$ cat config.mk
export PLATFORM = sky130hd
export DESIGN_NAME = mtsc_top
export DESIGN_NICKNAME = d
export VERILOG_FILES = /design/src/mtsc_pkg.sv /design/src/mtsc_guard_if.sv /design/src/mtsc_top.sv /design/src/mtsc_sync.sv /design/src/mtsc_guard.sv
export VERILOG_INCLUDE_DIRS = /design/src
export SDC_FILE = /design/constraint.sdc
export NUM_CORES = 1
export LEC_CHECK = 0
export ABC_AREA = 1
export ABC_CLOCK_PERIOD_IN_PS = 3800
export BUFFER_PORTS_ARGS = -buffer_cell sky130_fd_sc_hd__buf_2
export CAP_MARGIN = 20
export CORE_MARGIN = 2
export CORE_UTILIZATION = 30
export DETAILED_ROUTE_END_ITERATION = 8
export GPL_ROUTABILITY_DRIVEN = 1
export SETUP_SLACK_MARGIN = 0.02
export SYNTH_ARGS = -nofsm -noshare
export SYNTH_HDL_FRONTEND = slang
export SYNTH_SLANG_ARGS = --single-unit
$ cat constraint.sdc
create_clock -name aclk -period 3.8 [get_ports aclk]
set_clock_uncertainty 0.1 [all_clocks]
set_input_delay 0.95 -clock aclk [delete_from_list [all_inputs] [get_ports aclk]]
set_output_delay 0.95 -clock aclk [all_outputs]
set_load 0.03 [all_outputs]
$ cat src/mtsc_regs.svh
// Register offsets, field positions and reset values of the travel stop block
`ifndef MTSC_REGS_SVH
`define MTSC_REGS_SVH
`define MTSC_CFG_OFS      8'h00
`define MTSC_SEL_OFS      8'h04
`define MTSC_STAT_OFS     8'h08
`define MTSC_MASK_OFS     8'h0c
`define MTSC_LIVE_OFS     8'h10
`define MTSC_TYP_LSB      0
`define MTSC_LIM_MON_BIT  11
`define MTSC_TRQ_MON_BIT  12
`define MTSC_STOP_END_BIT 13
`define MTSC_STOP_TRQ_BIT 14
`define MTSC_STOP_CUR_BIT 15
`define MTSC_FAIL_LSB     0
`define MTSC_EN_LSB       4
`define MTSC_CFG_RST      16'h0000
`define MTSC_SEL_RST      8'h70
`define MTSC_MASK_RST     5'h00
`define MTSC_ST_LIM       0
`define MTSC_ST_TRQ       1
`define MTSC_ST_CUR       2
`define MTSC_ST_FLT       3
`define MTSC_ST_ALM       4
`define MTSC_RESP_OKAY    2'h0
`define MTSC_RESP_SLVERR  2'h2
`endif

$ cat src/mtsc_pkg.sv
// Types of the travel stop block
package mtsc_pkg;
  typedef enum logic [1:0] {
    MTSC_TYP_OTHER,
    MTSC_TYP_SOLENOID,
    MTSC_TYP_ACTUATOR,
    MTSC_TYP_SPARE
  } mtsc_typ_t;

  typedef struct packed {
    logic       aw_done;
    logic       w_done;
    logic [7:0] awaddr;
    logic [31:0] wdata;
    logic [3:0] wstrb;
    logic       bvalid;
    logic [1:0] bresp;
    logic       rvalid;
    logic [31:0] rdata;
    logic [1:0] rresp;
    logic [15:0] cfg;
    logic [7:0] sel;
    logic [4:0] stat;
    logic [4:0] mask;
    logic [4:0] cond_prev;
    logic       fault;
    logic       alarm;
    logic       irq;
  } mtsc_top_st_t;

  typedef struct packed {
    logic [1:0] cur_block;
    logic       run_fwd;
    logic       run_rev;
    logic       cur_trip;
  } mtsc_guard_st_t;
endpackage

$ cat src/mtsc_guard_if.sv
// Signals between the register side and the direction guard
`timescale 1ns/1ps
interface mtsc_guard_if;
  logic       stop_at_travel_end;
  logic       stop_at_torque_trip;
  logic       stop_at_current_level;
  logic       actuator;
  logic [1:0] limit_hit;
  logic [1:0] torque_hit;
  logic       current_over;
  logic       run_cmd;
  logic       dir_cmd;
  logic       run_fwd;
  logic       run_rev;
  logic [1:0] cur_block;
  logic       cur_trip;
  modport ctl (
    output stop_at_travel_end, stop_at_torque_trip, stop_at_current_level,
    output actuator, limit_hit, torque_hit, current_over, run_cmd, dir_cmd,
    input  run_fwd, run_rev, cur_block, cur_trip
  );
  modport guard (
    input  stop_at_travel_end, stop_at_torque_trip, stop_at_current_level,
    input  actuator, limit_hit, torque_hit, current_over, run_cmd, dir_cmd,
    output run_fwd, run_rev, cur_block, cur_trip
  );
endinterface

$ cat src/mtsc_top.sv
// Travel stop protection block with AXI4-Lite registers
//
// Behaviour
// - Limit monitoring on: either limit input raises fault or alarm, solenoid/actuator only.
// - Torque monitoring on: either torque input raises fault or alarm, solenoid/actuator only.
// - Stop at travel end set: block rotation toward the reached limit.
// - Stop at travel end clear: rotation toward a reached limit stays allowed.
// - Actuator with stop at torque set: block rotation toward the tripped torque switch.
// - Stop at torque clear: rotation toward a tripped torque switch stays allowed.
// - Stop at current set: threshold stops motor, then blocks restart that direction.
// - Stop at current clear: rotation continues when the threshold is reached.
// - Per protection fail/alarm select; enable bit zero ignores that protection.
`timescale 1ns/1ps
`include "mtsc_regs.svh"
module mtsc_top (
  // Clock and reset
  input  wire logic        aclk,
  input  wire logic        aresetn,
  // AXI4-Lite write address
  input  wire logic [7:0]  s_axi_awaddr,
  input  wire logic        s_axi_awvalid,
  output logic             s_axi_awready,
  // AXI4-Lite write data
  input  wire logic [31:0] s_axi_wdata,
  input  wire logic [3:0]  s_axi_wstrb,
  input  wire logic        s_axi_wvalid,
  output logic             s_axi_wready,
  // AXI4-Lite write response
  output logic [1:0]       s_axi_bresp,
  output logic             s_axi_bvalid,
  input  wire logic        s_axi_bready,
  // AXI4-Lite read address
  input  wire logic [7:0]  s_axi_araddr,
  input  wire logic        s_axi_arvalid,
  output logic             s_axi_arready,
  // AXI4-Lite read data
  output logic [31:0]      s_axi_rdata,
  output logic [1:0]       s_axi_rresp,
  output logic             s_axi_rvalid,
  input  wire logic        s_axi_rready,
  // Switch pins: bit 0 forward, bit 1 reverse
  input  wire logic [1:0]  limit_in,
  input  wire logic [1:0]  torque_in,
  input  wire logic        current_over_in,
  // Motor command from control logic
  input  wire logic        run_cmd,
  input  wire logic        dir_cmd,
  // Motor drive and protection outputs
  output logic             motor_run_fwd,
  output logic             motor_run_rev,
  output logic             fault_out,
  output logic             alarm_out,
  output logic             irq
);
  mtsc_pkg::mtsc_top_st_t s;
  mtsc_pkg::mtsc_top_st_t next_s;
  logic [4:0]             pins;
  mtsc_guard_if           gif ();

  ////////////////////////////////////////////////////////////////////////////
  // Helpers

  function automatic logic [31:0] strobe_merge(
    input logic [31:0] old_v,
    input logic [31:0] new_v,
    input logic [3:0]  strb
  );
    logic [31:0] r;
    r = old_v;
    for (int i = 0; i < 4; i++) begin
      if (strb[i]) begin
        r[8*i +: 8] = new_v[8*i +: 8];
      end
    end
    return r;
  endfunction

  function automatic logic [31:0] strobe_mask(
    input logic [3:0] strb
  );
    logic [31:0] m;
    m = '0;
    for (int i = 0; i < 4; i++) begin
      m[8*i +: 8] = {8{strb[i]}};
    end
    return m;
  endfunction

  function automatic logic mapped(
    input logic [7:0] a
  );
    return (a == `MTSC_CFG_OFS) || (a == `MTSC_SEL_OFS) || (a == `MTSC_STAT_OFS)
        || (a == `MTSC_MASK_OFS) || (a == `MTSC_LIVE_OFS);
  endfunction

  // Configuration type field, decoded for the guard and the events
  function automatic mtsc_pkg::mtsc_typ_t cfg_type(
    input logic [15:0] c
  );
    return mtsc_pkg::mtsc_typ_t'(c[`MTSC_TYP_LSB +: 2]);
  endfunction

  ////////////////////////////////////////////////////////////////////////////
  // Pin synchronisers and direction guard

  // Field pins cross domains; only the second stage is read
  mtsc_sync #(
    .W (5)
  ) u_sync (
    .aclk    (aclk),
    .aresetn (aresetn),
    .din     ({current_over_in, torque_in, limit_in}),
    .dout    (pins)
  );

  // Settings and synchronised pins toward the guard
  assign gif.stop_at_travel_end    = s.cfg[`MTSC_STOP_END_BIT];
  assign gif.stop_at_torque_trip   = s.cfg[`MTSC_STOP_TRQ_BIT];
  assign gif.stop_at_current_level = s.cfg[`MTSC_STOP_CUR_BIT];
  assign gif.actuator    = (cfg_type(s.cfg) == mtsc_pkg::MTSC_TYP_ACTUATOR);
  assign gif.limit_hit    = pins[1:0];
  assign gif.torque_hit   = pins[3:2];
  assign gif.current_over = pins[4];
  assign gif.run_cmd      = run_cmd;
  assign gif.dir_cmd      = dir_cmd;

  mtsc_guard u_guard (
    .aclk    (aclk),
    .aresetn (aresetn),
    .g       (gif.guard)
  );

  ////////////////////////////////////////////////////////////////////////////
  // Protection evaluation, registers and bus

  always_comb begin
    logic        typ_ok;
    logic        lim_mon;
    logic        trq_mon;
    logic [2:0]  act;
    logic [2:0]  en;
    logic [2:0]  fail;
    logic        flt;
    logic        alm;
    logic [4:0]  cond;
    logic [4:0]  rise;
    logic [31:0] wd;
    logic [31:0] live;
    logic        do_wr;
    mtsc_pkg::mtsc_typ_t typ;

    // Every local starts driven so no path leaves a latch
    typ     = mtsc_pkg::MTSC_TYP_OTHER;
    typ_ok  = 1'b0;
    lim_mon = 1'b0;
    trq_mon = 1'b0;
    act     = '0;
    en      = '0;
    fail    = '0;
    flt     = 1'b0;
    alm     = 1'b0;
    cond    = '0;
    rise    = '0;
    wd      = '0;
    live    = '0;
    do_wr   = 1'b0;
    next_s = s;
    typ = cfg_type(s.cfg);
    typ_ok = (typ == mtsc_pkg::MTSC_TYP_SOLENOID)
          || (typ == mtsc_pkg::MTSC_TYP_ACTUATOR);

    // Monitored switch activity
    lim_mon = s.cfg[`MTSC_LIM_MON_BIT] & typ_ok & (|pins[1:0]);
    trq_mon = s.cfg[`MTSC_TRQ_MON_BIT] & typ_ok & (|pins[3:2]);
    act  = {gif.cur_trip, trq_mon, lim_mon};
    en   = s.sel[`MTSC_EN_LSB +: 3];
    fail = s.sel[`MTSC_FAIL_LSB +: 3];
    // Disabled protections are ignored
    flt = |(act & en & fail);
    alm = |(act & en & ~fail);
    next_s.fault = flt;
    next_s.alarm = alm;

    // Sticky status on rising edge, set wins over clear
    cond = {alm, flt, gif.cur_trip, trq_mon, lim_mon};
    rise = cond & ~s.cond_prev;
    next_s.cond_prev = cond;

    // Write channel
    if (s_axi_awvalid && s_axi_awready) begin
      next_s.aw_done = 1'b1;
      next_s.awaddr  = s_axi_awaddr;
    end
    if (s_axi_wvalid && s_axi_wready) begin
      next_s.w_done = 1'b1;
      next_s.wdata  = s_axi_wdata;
      next_s.wstrb  = s_axi_wstrb;
    end
    // Commit once both halves are in and no response is pending
    do_wr = s.aw_done && s.w_done && !s.bvalid;
    next_s.stat = s.stat;
    if (do_wr) begin
      next_s.aw_done = 1'b0;
      next_s.w_done  = 1'b0;
      next_s.bvalid  = 1'b1;
      next_s.bresp   = mapped(s.awaddr) ? `MTSC_RESP_OKAY : `MTSC_RESP_SLVERR;
      unique case (s.awaddr)
        `MTSC_CFG_OFS: begin
          wd = strobe_merge({16'h0, s.cfg}, s.wdata, s.wstrb);
          next_s.cfg = wd[15:0];
        end
        `MTSC_SEL_OFS: begin
          wd = strobe_merge({24'h0, s.sel}, s.wdata, s.wstrb);
          next_s.sel = {1'b0, wd[6:4], 1'b0, wd[2:0]};
        end
        `MTSC_STAT_OFS: begin
          wd = s.wdata & strobe_mask(s.wstrb);
          next_s.stat = s.stat & ~wd[4:0];
        end
        `MTSC_MASK_OFS: begin
          wd = strobe_merge({27'h0, s.mask}, s.wdata, s.wstrb);
          next_s.mask = wd[4:0];
        end
        default: begin
          wd = '0;
        end
      endcase
    end else begin
      wd = '0;
    end
    // Set wins: a clear in the same cycle cannot hide a new event
    next_s.stat = next_s.stat | rise;
    if (s.bvalid && s_axi_bready) begin
      next_s.bvalid = 1'b0;
    end

    // Read channel
    // Live view: remembered blocks, drive and protection outputs
    live = {24'h0,
            gif.cur_block,
            gif.run_rev, gif.run_fwd,
            2'h0,
            s.alarm, s.fault};
    if (s_axi_arvalid && s_axi_arready) begin
      next_s.rvalid = 1'b1;
      next_s.rresp  = mapped(s_axi_araddr) ? `MTSC_RESP_OKAY : `MTSC_RESP_SLVERR;
      unique case (s_axi_araddr)
        `MTSC_CFG_OFS: begin
          next_s.rdata = {16'h0, s.cfg};
        end
        `MTSC_SEL_OFS: begin
          next_s.rdata = {24'h0, s.sel};
        end
        `MTSC_STAT_OFS: begin
          next_s.rdata = {27'h0, s.stat};
        end
        `MTSC_MASK_OFS: begin
          next_s.rdata = {27'h0, s.mask};
        end
        `MTSC_LIVE_OFS: begin
          next_s.rdata = live;
        end
        default: begin
          next_s.rdata = '0;
        end
      endcase
    end else if (s.rvalid && s_axi_rready) begin
      next_s.rvalid = 1'b0;
    end

    next_s.irq = |(next_s.stat & s.mask);
  end

  always_ff @(posedge aclk) begin
    if (!aresetn) begin
      // Clear everything, then load the register defaults
      s      <= '0;
      s.cfg  <= `MTSC_CFG_RST;
      s.sel  <= `MTSC_SEL_RST;
      s.mask <= `MTSC_MASK_RST;
    end else begin
      s <= next_s;
    end
  end

  ////////////////////////////////////////////////////////////////////////////
  // Outputs

  // Ready stays low while a response waits: one write at a time
  assign s_axi_awready = !s.aw_done && !s.bvalid;
  assign s_axi_wready  = !s.w_done && !s.bvalid;
  assign s_axi_bvalid  = s.bvalid;
  assign s_axi_bresp   = s.bresp;

  // Read address refused until the data is taken
  assign s_axi_arready = !s.rvalid;
  assign s_axi_rvalid  = s.rvalid;
  assign s_axi_rdata   = s.rdata;
  assign s_axi_rresp   = s.rresp;

  // Motor drive and protection levels
  assign motor_run_fwd = gif.run_fwd;
  assign motor_run_rev = gif.run_rev;
  assign fault_out     = s.fault;
  assign alarm_out     = s.alarm;
  assign irq           = s.irq;
endmodule

$ cat src/mtsc_sync.sv
// Two-stage synchroniser for pin inputs
`timescale 1ns/1ps
module mtsc_sync #(
  parameter int W = 5
) (
  // Clock and reset
  input  wire logic         aclk,
  input  wire logic         aresetn,
  // Pins and synchronised levels
  input  wire logic [W-1:0] din,
  output logic      [W-1:0] dout
);
  logic [2*W-1:0] st;
  logic [2*W-1:0] next_st;

  always_comb begin
    next_st = {st[W-1:0], din};
  end

  always_ff @(posedge aclk) begin
    if (!aresetn) begin
      st <= '0;
    end else begin
      st <= next_st;
    end
  end

  assign dout = st[2*W-1:W];
endmodule

$ cat src/mtsc_guard.sv
// Direction guard: blocks motor rotation toward a reached stop
`timescale 1ns/1ps
module mtsc_guard (
  // Clock and reset
  input  wire logic aclk,
  input  wire logic aresetn,
  // Block side
  mtsc_guard_if.guard g
);
  mtsc_pkg::mtsc_guard_st_t s;
  mtsc_pkg::mtsc_guard_st_t next_s;

  always_comb begin
    logic       want_f;
    logic       want_r;
    logic [1:0] trip;
    logic [1:0] blk;
    want_f = g.run_cmd & ~g.dir_cmd;
    want_r = g.run_cmd & g.dir_cmd;
    next_s = s;
    // Threshold stops the motor in its running direction
    trip = {s.run_rev, s.run_fwd} & {2{g.stop_at_current_level & g.current_over}};
    blk = ({2{g.stop_at_travel_end}} & g.limit_hit)
        | ({2{g.stop_at_torque_trip & g.actuator}} & g.torque_hit)
        | s.cur_block | trip;
    next_s.cur_block = s.cur_block | trip;
    // Opposite rotation releases the remembered direction
    if (s.run_rev) begin
      next_s.cur_block[0] = trip[0];
    end
    if (s.run_fwd) begin
      next_s.cur_block[1] = trip[1];
    end
    if (!g.stop_at_current_level) begin
      next_s.cur_block = 2'h0;
    end
    next_s.run_fwd = want_f & ~blk[0];
    next_s.run_rev = want_r & ~blk[1];
    next_s.cur_trip = |trip;
  end

  always_ff @(posedge aclk) begin
    if (!aresetn) begin
      s <= '0;
    end else begin
      s <= next_s;
    end
  end

  assign g.run_fwd   = s.run_fwd;
  assign g.run_rev   = s.run_rev;
  assign g.cur_block = s.cur_block;
  assign g.cur_trip  = s.cur_trip;
endmodule

==> results.toml, run 1 <==
[outcome]
outcome = "finished, final reports clean"

[timing]
drv_slew = 0
min_period_ns = 2.19
setup_viol = 0
relSlewSlack = 0.472
worstMarginPinSlew_ns = 0.792
rsz0062_at_grt = "no"
hold_viol = 0
fmax_mhz = 457
fin_crit_sh = 0.575
finalSetupTns_ns = 0

[pwr]
leakagePower_nw = 2.15
vdd_ir_drop_max_mv = 0.278
power_density_mw_per_mm2 = 467

[clock_tree]
root_buffer = "clkbuf_16"
clock_path_buffers = 2
clock_latency_ns = 0.35
postCtsHoldBufs = 0
htree_levels = 3
cts_tree = "yes"
clk_pin_slew_worst_paths_ns = 0.07
cts.sinks = 101
post_cts_resized = 0
cts_buffers = 9
postCtsSetupBuffers = 0

[detailed_routing]
viasPerCell = 4.42
wl_um = 9870
wl_per_cell_um = 12.3
drt-initial-drc-count = 171
via_count = 3544
postRouteAntennaNets = 0
firstDrtPassIters = 4
drc = 0

[final_layout]
layout.nets = 683
syn_to_final_growth_pct = 14.3
drive_above_1_share = 0.176
antennaDiodeCount = 0
fin_cells = 801

[floorplanning]
row_count = 43
pin_count = 112
die-area_sq_mm = 0.0152
die_y_um = 123
start_util = 0.307
coreArea_sq_mm = 0.0139
die_w_um = 123

[place]
hpwlAfterDp_um = 7320
io_buffer_count = 75
gp_congestion = 0.843
dp.cells = 785

[yosys]
postSynthAreaPerCell_sq_um = 7.54
yosysSeqAreaShare = 0.474
synthCells = 566
ys_seq_elements = 101
yosysTopAreaCellShare = 0.474
synthArstFlopShare = 0
yosysWarnings = 0
synth_cell_types = 32
synth_edf_count = 0
ys_top_cells_by_count = "dfxtp_1, nand2_1, inv_1"
synth_area_leaders = "dfxtp_1, nand2_1, a21oi_1"
netlist_area_sq_mm = 0.00427
yosysTopAreaCell = "dfxtp_1"
synth_ff_type = "dfxtp_1"
yosysMostFrequentCell = "dfxtp_1"

[worst_setup_path]
rr_startpoint = "s[26]"
critPathMaxFanout = 5
cp-startpoint = "s_axi_araddr[0]"
worstPathArrival_ns = 2.35
crit_type = "in2reg"
worstPathRequired_ns = 3.96
start_kind = "input pin"
cp-end-kind = "flip-flop"

[global_routing]
grt_use_met2 = 0.192
grt_max_degree = 55
met1_usage = 0.203
grt_pass1_wl_um = 16000
grtUsageMet3 = 0.0309
busiest_layer = "met1"
grt-ovfl-total = 0
grt_usage = 0.138
first_global_vias = 3165
grt_antenna_before_repair = 0

[run]
maxCapViolations = 0

[min_path]
hp-class = "reg2reg"
min_from = "u_sync.st[0]"
[stage by stage]
step	worst slack [ns]	power [mW]	instance area, sq um	util	hold slack (ns)
after floorplan	1.79	1.35	4330	-	0.290
after global placement	1.26	1.39	4590	0.330	0.294
after detailed placement	1.24	1.39	4590	0.330	0.297
after CTS	1.61	2.31	4880	0.352	0.311
after global routing	1.34	2.39	4880	0.352	0.325
final	1.61	2.28	4880	0.352	0.311
[final timing paths]
path,endpoint,slack [ns],cells after the start
worst max register to register,irq,1.93,13
worst min-delay path,u_sync.st[5],0.31,2
worst min register to register,u_sync.st[5],0.31,2
worst max-delay path,s_axi_rdata[6],1.61,8
[power breakdown]
part	internal [mW]	leakage, nW	total, mW	switching (mW)
registers	1.11	0.825	1.13	0.0279
clock network	0.514	0.140	0.914	0.401
logic	0.0657	1.19	0.230	0.164
[per-layer routing]
layer	share of wire	vias to the layer above
li1	-	1874
met1	0.51	1531
met2	0.40	127
met3	0.070	12
met4	0.017	0
met5	0	-
[critical path: stages]
cell and delay [ns]:
buf_2 0.10, inv_1 0.06, nand2_1 0.07, nor3_1 0.40, nand2_1 0.26, o211ai_1 0.30
nand2_1 0.09, a21oi_1 0.13
[flip-flops by register name, summed over array words and instances, names as in the netlist]
name and flops:
gif.stop_at_current_level 1, gif.stop_at_torque_trip 1, gif.stop_at_travel_end 1, irq 1, s 62, s_axi_bresp 1
s_axi_bvalid 1, s_axi_rdata 16, s_axi_rresp 1, s_axi_rvalid 1, u_guard.g.cur_block 2, u_guard.g.cur_trip 1
u_guard.g.run_fwd 1, u_guard.g.run_rev 1, u_sync.st 10
[kinds of logic (layout without fill, tap and decap cells)]
logic type      count (synthesis)  count (layout)  share of synthesized area
compound gates                138             138                      0.170
simple gates                  198             198                      0.205
buf+inv                       127             165                      0.148
other cells                     1              18                   0.000879
flops                         101             101                      0.474
fa+ha+maj                       1               1                    0.00293
[cell type report]
type / instances / area, sq um
Sequential cell: 101 / 2020
Fill cell: 1533 / 9000
Clock buffer: 11 / 233
Clock inverter: 5 / 60.1
Timing Repair Buffer: 77 / 390
Multi-Input combinational cell: 355 / 1680
Inverter: 72 / 270
Tap cell: 180 / 225
[placed cells by master (no fill, tap or decap), types with 2 or more instances in the layout]
| cell | count |
|---|---|
| conb_1 | 18 |
| o22ai_1 | 3 |
| inv_1 | 66 |
| nand4_2 | 2 |
| inv_2 | 5 |
| clkbuf_1 | 2 |
| nand2_1 | 97 |
| buf_2 | 75 |
| nand4_1 | 2 |
| nor2_2 | 2 |
| nor2_4 | 3 |
| nor2_1 | 55 |
| clkbuf_16 | 9 |
| o211ai_1 | 7 |
| o2bb2ai_1 | 2 |
| buf_4 | 2 |
| a21oi_1 | 64 |
| o21ai_0 | 59 |
| nor3_1 | 5 |
| nand3_1 | 24 |
| dfxtp_1 | 101 |
| nor3_2 | 2 |
| nand2_2 | 2 |
Power figures use the tool's default switching activity.
==> run 2, diff against run 1 <==
- ABC_CLOCK_PERIOD_IN_PS: 3800 -> 1900
- clock period: 3.8 -> 1.9 ns (I/O delays scaled with it)
==> results.toml, run 2 (same netlist as run 1, synthesis figures left out) <==
[outcome]
outcome = "finished, final reports clean"

[global_routing]
grt_pass1_wl_um = 15900
met1_usage = 0.201
first_global_vias = 3174
grt-ovfl-total = 0
grt_usage = 0.135
grt_use_met2 = 0.184
grt_max_degree = 55
grt_antenna_before_repair = 0
grtUsageMet3 = 0.0351
busiest_layer = "met1"

[min_path]
min_from = "limit_in[1]"
hp-class = "in2reg"

[final_layout]
top_register = "s"
layout_commonest_cell = "dfxtp_1"
antennaDiodeCount = 0
fillers = 1504
final_cell_mix = "dfxtp_1, nand2_1, buf_2"
final_area_sq_mm = 0.00498
fin_util = 0.359
largest_register_ffs = 62
drive_above_1_share = 0.189
syn_to_final_growth_pct = 16.7
layout.nets = 691

[place]
place_area_sq_mm = 0.00466
hpwlAfterDp_um = 7290
io_buffer_count = 75
post-place-ws_ns = 0.113
gp_congestion = 0.853

[floorplanning]
pin_count = 112
die_y_um = 123
row_count = 43
coreArea_sq_mm = 0.0139
start_util = 0.307
die_w_um = 123
die-area_sq_mm = 0.0152

[detailed_routing]
viasPerCell = 4.39
wl_um = 9890
firstDrtPassIters = 4
postRouteAntennaNets = 0
wl_per_cell_um = 12.2
via_count = 3555
drt-initial-drc-count = 210
drc = 0

[worst_setup_path]
critical_path_buf_inv_count = 2
crit_family = "simple AND/OR/NAND/NOR gates"
cp_slowest_cell = "dfxtp_1"
start_kind = "flip-flop"
rr_startpoint = "s[26]"
cp-end-kind = "flip-flop"
worstPathArrival_ns = 1.90
cp-startpoint = "s[26]"
path_cells = "inv_1 -> ha_1 -> inv_1 -> nand2_1 -> nor2_4 -> nand3_1 -> nand3_1 -> nand2_1 -> nand2_1 -> nand2_1 -> nand2_1 -> nor2_1 -> nor2_1"
cp_slowest_stage_delay_ns = 0.34
crit_top_cell = "nand2_1"
critPathMaxFanout = 3
worstPathRequired_ns = 2.08
crit_type = "reg2reg"

[pwr]
leakagePower_nw = 2.20
vdd_ir_drop_max_mv = 0.408
power_density_mw_per_mm2 = 920

[timing]
timing.hold.ws_ns = 0.211
fin_ws_ns = 0.175
fmax_mhz = 580
fin_crit_sh = 0.908
drv_slew = 0
hold_viol = 0
finalSetupTns_ns = 0
setup_viol = 0
rsz0062_at_grt = "yes"
min_period_ns = 1.73

[clock_tree]
postCtsSetupBuffers = 0
root_buffer = "clkbuf_16"
htree_levels = 3
clock_path_buffers = 2
clk_pin_slew_worst_paths_ns = 0.07
cts_buffers = 9
cts.sinks = 101
cts_tree = "yes"
clock_latency_ns = 0.34

[run]
maxCapViolations = 0
run 2: changes by cell type in the layout (fill, tap and decap cells not counted), sizes merged:
cell,previous run,this run
buf,77,85
clkbuf,11,13
clkinv,3,1
clkinvlp,1,2
inv,72,71
run 2: routing by layer:
metal / share of wire / routed length (um)
met5: 0 / 0
met3: 0.065 / 640
met2: 0.39 / 3880
met4: 0.014 / 142
met1: 0.53 / 5230
run 2: report_power, final:
| part | total, mW | switching (mW) | internal (mW) |
|---|---|---|---|
| Combinational | 0.482 | 0.336 | 0.146 |
| Clock | 1.83 | 0.771 | 1.06 |
| Sequential | 2.27 | 0.0571 | 2.21 |
| Total | 4.58 | 1.16 | 3.42 |
run 2: worst paths after layout:
| path | end | slack, ns | cells past startpoint |
|---|---|---|---|
| setup / recovery | irq | 0.17 | 13 |
| hold / removal | u_sync.st[1] | 0.21 | 3 |
| setup reg to reg | irq | 0.17 | 13 |
| hold reg to reg | u_sync.st[7] | 0.32 | 2 |
run 2: repair_timing:
action / 4_1_cts / 5_1_grt
hold buffers: 0 / 0
endpoints found under the setup margin: 0 / 4
gates resized for setup: 0 / 5
run 2: worst reg2reg max path, delay by kind of cell, from the launching register on:
kind          cells  cell delay (ns)
fa+ha+maj         1             0.29
buf+inv           2             0.15
flops             1             0.34
simple gates     10             0.78
run 2: cell type report:
class | instances | area [sq um] | area share
tap | 180 | 225 | 0.0452
inverter | 72 | 270 | 0.0543
timing repair buffer | 85 | 463 | 0.0930
clock buffer | 13 | 250 | 0.0503
sequential | 101 | 2020 | 0.406
clock inverter | 3 | 45.0 | 0.00905
multi-input combinational | 355 | 1700 | 0.342
run 2: through the flow:
step | cells | power, mW
6_report | 809 | 4.58
2_1_floorplan | 583 | 2.69
4_1_cts | 809 | 4.62
3_5_place_dp | 793 | 2.80
5_1_grt | 809 | 4.76
3_3_place_gp | 793 | 2.79
